[src/logic/io_wdt_pkg.sv]
package io_wdt_pkg;

    // I/O port decode
    localparam logic [15:0] DISABLE_PORT = 16'h0043;
    localparam logic [15:0] TRIGGER_PORT = 16'h0443;

    // Timeout field within the written byte
    localparam int          TMO_W        = 6;
    localparam logic [5:0]  TMO_MIN      = 6'h01;
    localparam logic [5:0]  TMO_MAX      = 6'h3f;

    // Time base: one second at the 20 MHz reference
    localparam int          CLK_HZ       = 20000000;
    localparam int          TICK_SEC     = 1;
    localparam int          TICK_CYC     = CLK_HZ * TICK_SEC;

    // Length of the reset pulse given on expiry
    localparam int          RST_PULSE_CYC = 16;

    // Pin input synchroniser depth
    localparam int          SYNC_DEPTH   = 3;

endpackage

[src/logic/io_port_watchdog_timer.sv]
`timescale 1ns/1ps

// Behaviour
// - Trigger write loads timeout and restarts countdown
// - Timeout accepted from 01 to 3F only
// - One count equals one second of timeout
// - Disable port read stops watchdog until write
module io_port_watchdog_timer #(
    parameter int TICK_CYCLES = io_wdt_pkg::TICK_CYC,       // Cycles per second tick
    parameter int PULSE_CYCLES = io_wdt_pkg::RST_PULSE_CYC  // Reset pulse length
) (
    input  wire logic        ref_clk_i,   // 20 MHz clock
    input  wire logic        rst_i,       // Async reset, active high
    input  wire logic [15:0] io_addr_i,   // I/O address
    input  wire logic [7:0]  io_wdata_i,  // I/O write data
    input  wire logic        io_wr_n_i,   // I/O write strobe, active low
    input  wire logic        io_rd_n_i,   // I/O read strobe, active low
    output logic             active_o,    // Watchdog running
    output logic [5:0]       remain_o,    // Seconds left
    output logic             sys_rst_o    // System reset pulse
);

    ////////////////////////////////////////////////////////////////////////
    // Parameter checks

    // The tick counter wraps at TICK_CYCLES - 1, so a one-cycle second would
    // never let the partial-second counter restart cleanly on a trigger.
    // A zero-length pulse would leave the reset state with nothing to count.
    if (TICK_CYCLES < 2) begin : g_bad_tick
        $error("watchdog: tick length must be at least two cycles");
    end
    if (PULSE_CYCLES < 1) begin : g_bad_pulse
        $error("watchdog: reset pulse must be at least one cycle");
    end
    // The strobe logic compares stages two and three of the synchroniser
    if (io_wdt_pkg::SYNC_DEPTH != 3) begin : g_bad_sync
        $error("watchdog: strobe synchroniser must be three stages");
    end

    ////////////////////////////////////////////////////////////////////////
    // Decode helpers

    // Full 16-bit match; aliases of either port are not decoded, so a host
    // that only drives the low address byte will not reach the watchdog.
    function automatic logic port_hit(input logic [15:0] addr,
                                      input logic [15:0] port);
        return addr == port;
    endfunction

    // A timeout byte is usable only inside the documented range; the two top
    // bits must be clear, otherwise the value would alias into the range.
    function automatic logic timeout_ok(input logic [7:0] data);
        return data[7:6] == 2'h0 &&
               data[5:0] >= io_wdt_pkg::TMO_MIN &&
               data[5:0] <= io_wdt_pkg::TMO_MAX;
    endfunction

    // Level of a strobe once the two oldest stages agree on it
    function automatic logic sync_level(input logic [2:0] sync);
        return sync[1] & sync[2];
    endfunction

    // True once the two oldest stages show the same value
    function automatic logic sync_agree(input logic [2:0] sync);
        return sync[1] == sync[2];
    endfunction

    ////////////////////////////////////////////////////////////////////////
    // State

    typedef enum logic [2:0] {
        ST_IDLE  = 3'b001,
        ST_RUN   = 3'b010,
        ST_RESET = 3'b100
    } wd_state_type;

    typedef struct packed {
        logic [2:0]  wr_sync;
        logic [2:0]  rd_sync;
        logic        wr_seen;
        logic        rd_seen;
        wd_state_type st;
        logic [5:0]  secs;
        logic [31:0] tick_cnt;
        logic [31:0] pulse_cnt;
        logic        active;
        logic        sys_rst;
    } wd_regs_type;

    wd_regs_type s_r;
    wd_regs_type s_nxt;

    // Strobes are asynchronous pins; address and data are assumed stable
    // while a strobe is low, so only the strobes need synchronising.
    logic wr_lvl;
    logic rd_lvl;
    logic wr_evt;
    logic rd_evt;
    logic hit_trig;
    logic hit_dis;
    logic tick;

    ////////////////////////////////////////////////////////////////////////
    // Next state

    // The strobes are shifted in active high, so an idle bus (strobes high)
    // gives all-zero stages and no false event after reset. Only the
    // second and third stages are read by the decode below.
    always_comb begin
        s_nxt = s_r;
        s_nxt.wr_sync = {s_r.wr_sync[1:0], ~io_wr_n_i};
        s_nxt.rd_sync = {s_r.rd_sync[1:0], ~io_rd_n_i};
        // A change counts once stages two and three agree
        wr_lvl = sync_level(s_r.wr_sync);
        rd_lvl = sync_level(s_r.rd_sync);
        // One event per strobe low period, however long the host holds it
        wr_evt = wr_lvl & ~s_r.wr_seen;
        rd_evt = rd_lvl & ~s_r.rd_seen;
        if (sync_agree(s_r.wr_sync))
            s_nxt.wr_seen = wr_lvl;
        if (sync_agree(s_r.rd_sync))
            s_nxt.rd_seen = rd_lvl;
        // Address is taken at the event edge; it must still stand then
        hit_trig = wr_evt && port_hit(io_addr_i, io_wdt_pkg::TRIGGER_PORT);
        hit_dis  = rd_evt && port_hit(io_addr_i, io_wdt_pkg::DISABLE_PORT);
        tick     = s_r.tick_cnt == 32'(TICK_CYCLES - 1);

        case (s_r.st)
            ST_IDLE, ST_RUN: begin
                // The second counter only runs while armed, so an idle
                // watchdog draws no toggling from the long counter.
                if (s_r.st == ST_RUN)
                    s_nxt.tick_cnt = tick ? 32'h0 : s_r.tick_cnt + 32'h1;
                if (hit_trig && timeout_ok(io_wdata_i)) begin
                    // Out-of-range values are ignored, leaving state as it was
                    s_nxt.secs     = io_wdata_i[5:0];
                    s_nxt.tick_cnt = 32'h0;
                    s_nxt.st       = ST_RUN;
                    s_nxt.active   = 1'b1;
                end else if (hit_dis) begin
                    s_nxt.st     = ST_IDLE;
                    s_nxt.active = 1'b0;
                end else if (s_r.st == ST_RUN && tick) begin
                    if (s_r.secs == 6'h01) begin
                        // Host missed its refresh window
                        s_nxt.st        = ST_RESET;
                        s_nxt.secs      = 6'h0;
                        s_nxt.active    = 1'b0;
                        s_nxt.sys_rst   = 1'b1;
                        s_nxt.pulse_cnt = 32'h0;
                    end else begin
                        s_nxt.secs = s_r.secs - 6'h01;
                    end
                end
            end
            ST_RESET: begin
                // Trigger is ignored while the reset pulse is out
                s_nxt.pulse_cnt = s_r.pulse_cnt + 32'h1;
                if (s_r.pulse_cnt == 32'(PULSE_CYCLES - 1)) begin
                    s_nxt.sys_rst = 1'b0;
                    s_nxt.st      = ST_IDLE;
                end
            end
            default: begin
                s_nxt.st      = ST_IDLE;
                s_nxt.active  = 1'b0;
                s_nxt.sys_rst = 1'b0;
            end
        endcase
    end

    ////////////////////////////////////////////////////////////////////////
    // Registers

    // Every output is a field of this one register, so none of them can
    // glitch while the next-state logic settles.
    always_ff @(posedge ref_clk_i or posedge rst_i) begin
        if (rst_i) begin
            s_r <= '{wr_sync: 3'h0, rd_sync: 3'h0, wr_seen: 1'b0, rd_seen: 1'b0,
                     st: ST_IDLE, secs: 6'h0, tick_cnt: 32'h0, pulse_cnt: 32'h0,
                     active: 1'b0, sys_rst: 1'b0};
        end else begin
            s_r <= s_nxt;
        end
    end

    ////////////////////////////////////////////////////////////////////////
    // Outputs

    // Plain wires from register fields; remain_o holds its last value after
    // a disable, so software can see how close the host came to expiry.
    assign active_o  = s_r.active;
    assign remain_o  = s_r.secs;
    assign sys_rst_o = s_r.sys_rst;

endmodule

[config.mk]
export PLATFORM = sky130hd
export DESIGN_NAME = io_port_watchdog_timer
export DESIGN_NICKNAME = d
export VERILOG_FILES = /design/src/logic/io_wdt_pkg.sv /design/src/logic/io_port_watchdog_timer.sv
export SDC_FILE = /design/constraint.sdc
export NUM_CORES = 1
export LEC_CHECK = 0
export ABC_AREA = 1
export CAP_MARGIN = 30
export CORE_MARGIN = 8
export CORE_UTILIZATION = 46
export CTS_CLUSTER_SIZE = 8
export DETAILED_ROUTE_END_ITERATION = 8
export DONT_BUFFER_PORTS = 1
export RECOVER_POWER = 50
export REMOVE_ABC_BUFFERS = 1
export SLEW_MARGIN = 20
export SYNTH_ARGS = -nofsm -noshare
export SYNTH_HDL_FRONTEND = slang
export SYNTH_SLANG_ARGS = --single-unit
[constraint.sdc]
create_clock -name ref_clk_i -period 2.35 [get_ports ref_clk_i]
set_input_delay 0.1175 -clock ref_clk_i [delete_from_list [all_inputs] [get_ports ref_clk_i]]
set_output_delay 0.1175 -clock ref_clk_i [all_outputs]
set_load 0.005 [all_outputs]
==> run_results.csv, run 1 <==
group,metric,value,unit
sta,final.setup_skew,7.14,ps
sta,fmaxAchievable,481,MHz
critical_path,worstSetupStartpointType,"register",
synthesis,synth_edf_count,0,
grt,grt_first_pass_wirelength,26000,um
critical_path,crit_required,2580,ps
detailed_routing,drcViolationCount,0,
grt,antenna_found_initial,0,
grt,track_usage,19.6,%
critical_path,reg2reg_to,"s_r[16]",
place,dp_worst_setup_slack,263,ps
status,violations,"capacitance limit, slew limit",
power_and_ir_drop,ir_worst_vdd,316,uV
cells_and_area,num_antenna_cells,0,
clock_network,cts_buffers,9,
critical_path,worstSetupPathType,"register to register",
sta,min_period,2080,ps
cells_and_area,fin_nets,954,
place,port_buffers,0,
sta,worst_slack,271,ps
detailed_routing,wl,15200,um
sta,rsz0062_at_grt,"no",
detailed_routing,vias,5644,
sta,fin_setup_tns,0,ps
sta,finalHoldViolCount,0,
synthesis,synthCells,920,
grt,grt_pass1_vias,5459,
synthesis,yosys.area.top_type_share,35.0,%
detailed_routing,dr.pass1.iters,5,
synthesis,netlist_area,0.00586,mm2
job,maxCapViolations,1,
critical_path,r2r-start,"s_r[34]",
detailed_routing,drt_first_iter_violations,422,
clock_network,cts_tree,"yes",
floorplan,pin_count,36,
floorplan,die_w,129,um
floorplan,dieHeight,129,um
power_and_ir_drop,power.leakage,3.00,nW
clock_network,clockBufferDepth,2,
critical_path,reg2reg_depth,10,
sta,setup_viol,0,
floorplan,dieArea,0.0166,mm2
critical_path,r2r_slack,270,ps
cells_and_area,area_delta_synth_final,8.45,%
clock_network,htreeDepth,3,
clock_network,clockRootBuffer,"clkbuf_16",
place,dpl.hpwl,11600,um
sta,slew_viol_final,41,
grt,overflow,0,
synthesis,synth_area_leaders,"dfrtp_1, nand2_1, nor2_1",
floorplan,row_count,41,
cells_and_area,final_layout_size_suffix_gt1_share,5.95,%
status,outcome,"finished with violations",
sta,finalCritPeriodShare,88.5,%
synthesis,synth_top_area_cell,"dfrtp_1",
clock_network,path_clk_slew,60,ps
detailed_routing,vias_per_cell,5.15,
synthesis,ys_types,32,
clock_network,clock_sinks,83,
hold_path,min_from,"io_wdata_i[3]",
floorplan,start_util,46.8,%
hold_path,min_path_type,"input port to register",
critical_path,cp_max_fo,32,
hold_path,min_to,"remain_o[3]",
critical_path,cp.arrival,2310,ps
place,finalWeightedCongestion,0.913,
synthesis,syn-mean-instance-area,6.37,um2
critical_path,cp-end-kind,"register",
sta,tightestPinTransition,1610,ps
sta,slew-limit-headroom,-7.78,%
floorplan,core_area,0.0125,mm2
grt,grt_max_degree,44,
detailed_routing,wl_per_cell,13.8,um
synthesis,synth.ff_latch_count,83,
power_and_ir_drop,power.density,478,mW/mm2
clock_network,clk_latency,350,ps
synthesis,yosys_warnings,0,
detailed_routing,ant_nets,0,
synthesis,ys_seq_area_share,35.5,%
synthesis,synth-async-reset-ratio,100,%
synthesis,synth_top_flop_cell,"dfrtp_1",
hold_path,whs_path_depth,4,
-- stage by stage --
step           utilization [%]  total power (W)  instances  area, um2  hold slack [ps]
6_report                  50.8          0.00304       1096       6360             26.8
2_1_floorplan                -          0.00152        899       5710              177
3_3_place_gp              48.0          0.00154       1077       6000              139
4_1_cts                   50.8          0.00309       1096       6360             19.8
3_5_place_dp              48.0          0.00154       1077       6000              145
5_1_grt                   50.8          0.00314       1096       6360             62.0
-- layout make-up --
class                   count  area (um2)
fillers                  1322        6160
multi-input cells         704        3220
flip-flops and latches     83        2080
inverters                 112         420
clock buffers              10         239
well taps                 172         215
repair buffers             10         110
clock inverters             5        77.6
-- sequential cells by signal, summed over array words and instances (netlist names) --
name / count
s_r: 71
remain_o: 6
s_nxt: 4
sys_rst_o: 1
active_o: 1
-- metal layers --
layer / wire length, um / GRT usage, % / up-vias
li1: - / - / 2898
met1: 6890 / 24.0 / 2620
met2: 7400 / 33.5 / 103
met3: 449 / 2.61 / 23
met4: 414 / 8.91 / 0
met5: 0 / 0 / -
-- cell usage after synthesis, types with 4 or more instances --
master    number
nand2_1      312
nor2_1       136
inv_1        110
nand3_1      101
dfrtp_1       82
o21ai_0       33
nand4_1       29
nor3_1        21
xor2_1        11
nand2_2       10
o21ai_1       10
buf_4          7
buf_6          6
clkbuf_1       6
ha_1           6
or2_2          6
a21oi_1        5
nand2_4        5
nor2_4         4
-- layout by cell type, fill, tap and decap left out, types with 10 or more instances in the layout --
cell type	count
o21ai_0	33
nand4_1	29
nor3_1	21
xor2_1	11
dfrtp_1	82
nand3_1	101
inv_1	110
nand2_2	10
o21ai_1	10
nand2_1	312
nor2_1	136
-- worst max-delay path by stage --
stage	from	end	depth (start not counted)
2_1_floorplan	rst_i	active_o	1
3_3_place_gp	s_r[34]	s_r[9]	10
3_5_place_dp	s_r[34]	s_r[20]	10
4_1_cts	s_r[34]	s_r[16]	10
5_1_grt	s_nxt[82]	s_r[44]	12
6_report	s_r[34]	s_r[16]	10
-- power by group --
group	total (W)	switching [W]	internal [W]	leakage (nW)
Clock	0.00152	0.000575	0.000949	0.154
Combinational	0.0000706	0.0000499	0.0000208	1.72
Sequential	0.00144	0.00000394	0.00144	1.12
Total	0.00304	0.000629	0.00241	3.00
-- worst max-delay path, stage by stage, from the launching register on --
cell	delay (ps)
dfrtp_1	420
ha_1	270
nand2_2	100
nor2_4	150
nand2_4	110
nor2_4	130
nand3_2	110
o21ai_4	200
nand2_4	270
nand2_1	130
nand2_1	60
-- timing repair --
item | in CTS | in global routing
endpoints found under the hold margin | 43 | 0
gates resized for setup | 0 | 0
hold buffers | 4 | 0
buffers inserted | 0 | 0
-- logic make-up (layout without fill, tap and decap cells) --
group | count (synthesis) | after routing | synth area share (%)
adder cells (fa/ha/maj) | 6 | 6 | 1.28
XOR/XNOR | 12 | 12 | 1.79
flip-flops | 83 | 83 | 35.5
AND/OR/NAND/NOR | 635 | 635 | 47.1
buffers and inverters | 133 | 137 | 9.78
AO/OA/AOI/OAI | 51 | 51 | 4.63
Power figures use the tool's default switching activity.
==> run 2, diff against run 1 <==
Settings changed: REMOVE_ABC_BUFFERS 1 to default.
==> run 2 against run 1 <==
- the run still ends with capacitance limit, slew limit left
- first-iteration DRC count is 16% lower
- utilization is 0.19 points lower
- clock power is 4% lower
- largest power group unchanged
- non-clock buffer count is 1 higher
- cell count is 0.18% higher
- wire length is 3.9% higher
- critical endpoint is now s_r[15]
==> run_results.csv, run 2 (same netlist as run 1, synthesis figures left out) <==
group,metric,value,unit
cells_and_area,area_delta_synth_final,8.05,%
critical_path,worstSetupPathType,"register to register",
power_and_ir_drop,total_power,0.00297,W
sta,fmaxAchievable,491,MHz
clock_network,cts_tree,"yes",
cells_and_area,final_cell_mix,"nand2_1, nor2_1, inv_1",
floorplan,row_count,41,
sta,slew_viol_final,37,
detailed_routing,wl,15800,um
critical_path,r2r_slack,320,ps
hold_path,whs_path_depth,4,
critical_path,cp_max_fo,32,
detailed_routing,ant_nets,0,
cells_and_area,fin_nets,955,
cells_and_area,mostFrequentLayoutCell,"nand2_1",
cells_and_area,layout.area.seq,0.00208,mm2
critical_path,reg2reg_depth,10,
floorplan,dieArea,0.0166,mm2
grt,antenna_found_initial,0,
status,outcome,"finished with violations",
sta,slew-limit-headroom,-16.5,%
detailed_routing,dr.pass1.iters,5,
detailed_routing,vias,5765,
power_and_ir_drop,power.leakage,2.98,nW
place,port_buffers,0,
floorplan,dieHeight,129,um
clock_network,post_cts_buffers,0,
cells_and_area,num_antenna_cells,0,
cells_and_area,multi_input_area,0.00322,mm2
sta,fin_setup_tns,0,ps
sta,tightestPinTransition,1740,ps
clock_network,cts_resized,0,
floorplan,pin_count,36,
cells_and_area,fin_cells,1098,
grt,grt_max_degree,48,
floorplan,start_util,46.8,%
critical_path,crit_required,2590,ps
grt,track_usage,20.0,%
synthesis,synth_nets,954,
place,finalWeightedCongestion,0.944,
critical_path,cp-end-kind,"register",
clock_network,clock_sinks,83,
sta,final.setup_skew,8.87,ps
clock_network,clockRootBuffer,"clkbuf_16",
detailed_routing,drcViolationCount,0,
place,dp.cells,1078,
sta,min_period,2030,ps
detailed_routing,vias_per_cell,5.25,
sta,finalHoldViolCount,0,
power_and_ir_drop,ir_worst_vdd,510,uV
cells_and_area,nFillCells,1319,
grt,grt_pass1_vias,5595,
floorplan,core_area,0.0125,mm2
clock_network,clk_latency,350,ps
cells_and_area,final_layout_size_suffix_gt1_share,6.05,%
floorplan,die_w,129,um
critical_path,cp.arrival,2280,ps
power_and_ir_drop,power.density,469,mW/mm2
clock_network,clockBufferDepth,2,
grt,overflow,0,
sta,setup_viol,0,
detailed_routing,drt_first_iter_violations,354,
status,violations,"capacitance limit, slew limit",
clock_network,ctsHoldBuffers,4,
cells_and_area,largest_reg_flops,71,
job,maxCapViolations,1,
place,dpl.hpwl,12000,um
clock_network,path_clk_slew,60,ps
clock_network,htreeDepth,3,
cells_and_area,top_register,"s_r",
sta,finalCritPeriodShare,86.6,%
sta,rsz0062_at_grt,"no",
detailed_routing,wl_per_cell,14.3,um
grt,grt_first_pass_wirelength,26500,um
critical_path,worstSetupStartpointType,"register",
hold_path,min_path_type,"input port to register",
clock_network,cts_buffers,9,
[run 2: metrics by stage]
step	utilization (%)	instance area, um2	hold WS (ps)	setup slack (ps)
after floorplan	-	5860	177	97.4
after global placement	47.9	6000	114	367
after detailed placement	47.9	6000	133	318
after CTS	50.6	6330	12.5	309
after global routing	50.6	6330	74.8	52.8
final	50.6	6330	20.1	315
[run 2: final timing paths]
check	from	endpoint
worst max-delay path	s_r[34]	s_r[15]
worst min-delay path	io_wdata_i[4]	remain_o[4]
worst max register to register	s_r[34]	s_r[15]
worst min register to register	s_nxt[78]	s_nxt[79]
max in group asynchronous	rst_i	s_r[2]
min in group asynchronous	rst_i	remain_o[0]
[run 2: worst max-delay path, stage by stage, from the launching register on]
cell and delay (ps):
dfrtp_1 410, ha_1 270, nand2_2 110, nor2_4 150, nand2_4 100, nor2_4 120
nand3_2 110, o21ai_4 180, nand2_4 250, nand2_1 150, nand2_1 50
[run 2: area by class of cell]
type | instances | share of cell area [%]
multi-input cells | 704 | 50.8
well taps | 172 | 3.40
inverters | 112 | 6.66
clock buffers | 12 | 3.89
flip-flops and latches | 83 | 32.8
repair buffers | 11 | 1.66
clock inverters | 4 | 0.790
[run 2: report_power, final]
part / total (W) / switching (W) / internal [W]
clock network: 0.00146 / 0.000606 / 0.000852
registers: 0.00144 / 0.00000400 / 0.00144
logic: 0.0000718 / 0.0000507 / 0.0000210
[run 2: per-layer routing]
layer	vias to the layer above	share of wire, %	GRT usage, %
met5	-	0	0
met4	0	3.1	9.26
met3	37	4.6	3.76
met2	152	50	35.3
met1	2672	42	22.9
li1	2904	-	-
==> run 3, diff against run 2 <==
==> constraint.sdc (replaced) <==
create_clock -name ref_clk_i -period 2.35 [get_ports ref_clk_i]
set_input_delay 0.235 -clock ref_clk_i [delete_from_list [all_inputs] [get_ports ref_clk_i]]
set_output_delay 0.235 -clock ref_clk_i [all_outputs]
set_load 0.05 [all_outputs]
==> run 3 against run 2 <==
- the flow now finishes without violations
- global-route usage shrank 0.070 points
- clock power is essentially flat
- die area is the same
- sequential power is essentially flat
- utilization grew 0.29 points
- cell count grew 0.36%
- sequential share of layout area shrank 0.19 points
- largest cell class unchanged
- largest power group unchanged
==> run_results.csv, run 3 (same netlist as run 1, synthesis figures left out) <==
group,metric,value,unit
sta,fin_setup_tns,0,ps
detailed_routing,drcViolationCount,0,
detailed_routing,wl,15300,um
sta,slew_viol_final,0,
clock_network,clock_sinks,83,
critical_path,cp_slowest_stage_delay,420,ps
cells_and_area,area_delta_synth_final,8.67,%
critical_path,path_cells,"ha_1 -> nand2_2 -> nor2_4 -> nand2_4 -> nor2_4 -> nand3_2 -> o21ai_4 -> nand2_4 -> nand2_1 -> nand2_1",
critical_path,cp_max_fo,32,
critical_path,r2r-start,"s_r[34]",
clock_network,clockBufferDepth,2,
grt,grt_pass1_vias,5537,
detailed_routing,wl_per_cell,13.9,um
grt,grt_max_degree,84,
clock_network,clk_latency,350,ps
power_and_ir_drop,total_power,0.00297,W
sta,worst_slack,308,ps
floorplan,start_util,46.8,%
clock_network,htreeDepth,3,
cells_and_area,final_cell_mix,"nand2_1, nor2_1, inv_1",
sta,fmaxAchievable,490,MHz
cells_and_area,num_antenna_cells,0,
grt,overflow,0,
critical_path,reg2reg_depth,10,
power_and_ir_drop,power.density,466,mW/mm2
status,outcome,"completed",
place,port_buffers,0,
cells_and_area,fin_nets,959,
hold_path,min_path_type,"input port to register",
cells_and_area,top_register,"s_r",
sta,hold-worst-slack,109,ps
sta,finalCritPeriodShare,86.9,%
sta,tightestPinTransition,1140,ps
clock_network,cts_tree,"yes",
cells_and_area,mostFrequentLayoutCell,"nand2_1",
grt,antenna_found_initial,0,
critical_path,r2r_slack,310,ps
sta,setup_viol,0,
place,dp_worst_setup_slack,336,ps
place,dp.cells,1083,
critical_path,cp-end-kind,"register",
floorplan,row_count,41,
grt,track_usage,19.9,%
sta,slew-limit-headroom,24.0,%
grt,grt_first_pass_wirelength,26500,um
critical_path,critPathBufInv,0,
clock_network,clockRootBuffer,"clkbuf_16",
place,dpl.hpwl,11700,um
detailed_routing,vias_per_cell,5.17,
critical_path,worstSetupStartpointType,"register",
detailed_routing,dr.pass1.iters,6,
clock_network,cts_buffers,9,
critical_path,critPathCapture,"s_r[29]",
floorplan,core_area,0.0125,mm2
floorplan,die_w,129,um
power_and_ir_drop,ir_worst_vdd,346,uV
critical_path,crit_required,2580,ps
critical_path,reg2reg_to,"s_r[29]",
power_and_ir_drop,power.leakage,3.01,nW
clock_network,cts_resized,0,
detailed_routing,drt_first_iter_violations,418,
critical_path,cp.arrival,2270,ps
sta,finalHoldViolCount,0,
floorplan,pin_count,36,
synthesis,synth_nets,954,
place,finalWeightedCongestion,0.935,
critical_path,crit_cells,10,
clock_network,ctsHoldBuffers,3,
floorplan,dieHeight,129,um
clock_network,path_clk_slew,70,ps
cells_and_area,largest_reg_flops,71,
critical_path,cp_slowest_cell,"dfrtp_1",
detailed_routing,vias,5697,
sta,min_period,2040,ps
critical_path,crit_family,"simple AND/OR/NAND/NOR gates",
floorplan,dieArea,0.0166,mm2
cells_and_area,final_layout_size_suffix_gt1_share,6.77,%
cells_and_area,fin_cells,1102,
critical_path,worstSetupPathType,"register to register",
sta,rsz0062_at_grt,"no",
detailed_routing,ant_nets,0,
critical_path,startpoint,"s_r[34]",
job,maxCapViolations,0,
sta,final.setup_skew,8.14,ps
clock_network,post_cts_buffers,0,
cells_and_area,nFillCells,1339,
[run 3: cell types whose count changed in the layout (fill, tap and decap cells not counted), sizes merged]
cell | previous run | this run
buf | 7 | 11
clkinv | 1 | 2
dlygate4sd3 | 4 | 3
clkbuf | 12 | 11
inv | 111 | 112
[run 3: area by class of cell]
cell class	count	area (um2)	share of cell area, %
Multi-Input combinational cell	704	3220	50.5
Inverter	112	424	6.66
Timing Repair Buffer	15	133	2.08
Tap cell	172	215	3.38
Sequential cell	83	2080	32.6
Clock inverter	6	63.8	1.00
Clock buffer	10	239	3.75
[run 3: per-layer routing]
layer	vias to the layer above	share of wire, %	GRT usage (%)
met5	-	0	0
met4	0	3.9	10.7
met3	41	3.6	2.81
met2	129	49	34.5
met1	2617	43	23.4
li1	2910	-	-
[run 3: how the worst min path moves through the flow]
stage | startpoint | end | slack [ps] | cells after the start
finish | io_wdata_i[2] | remain_o[2] | 110 | 2
global route | io_wdata_i[2] | remain_o[2] | 120 | 2
CTS | io_wdata_i[2] | remain_o[2] | 100 | 2
detailed placement | rst_i | s_nxt[82] | 280 | 2
global placement | rst_i | s_nxt[81] | 270 | 2
floorplan | io_rd_n_i | s_nxt[78] | 290 | 1
[run 3: metrics by stage]
| step | util (%) | instance area (um2) |
|---|---|---|
| after floorplan | - | 5870 |
| after global placement | 48.3 | 6050 |
| after detailed placement | 48.3 | 6050 |
| after CTS | 51.0 | 6380 |
| after global routing | 50.9 | 6370 |
| final | 50.9 | 6370 |
[run 3: report_power, final]
part,internal [W],switching [W]
Combinational,0.0000173,0.0000494
Sequential,0.00144,0.00000393
Clock,0.000853,0.000609
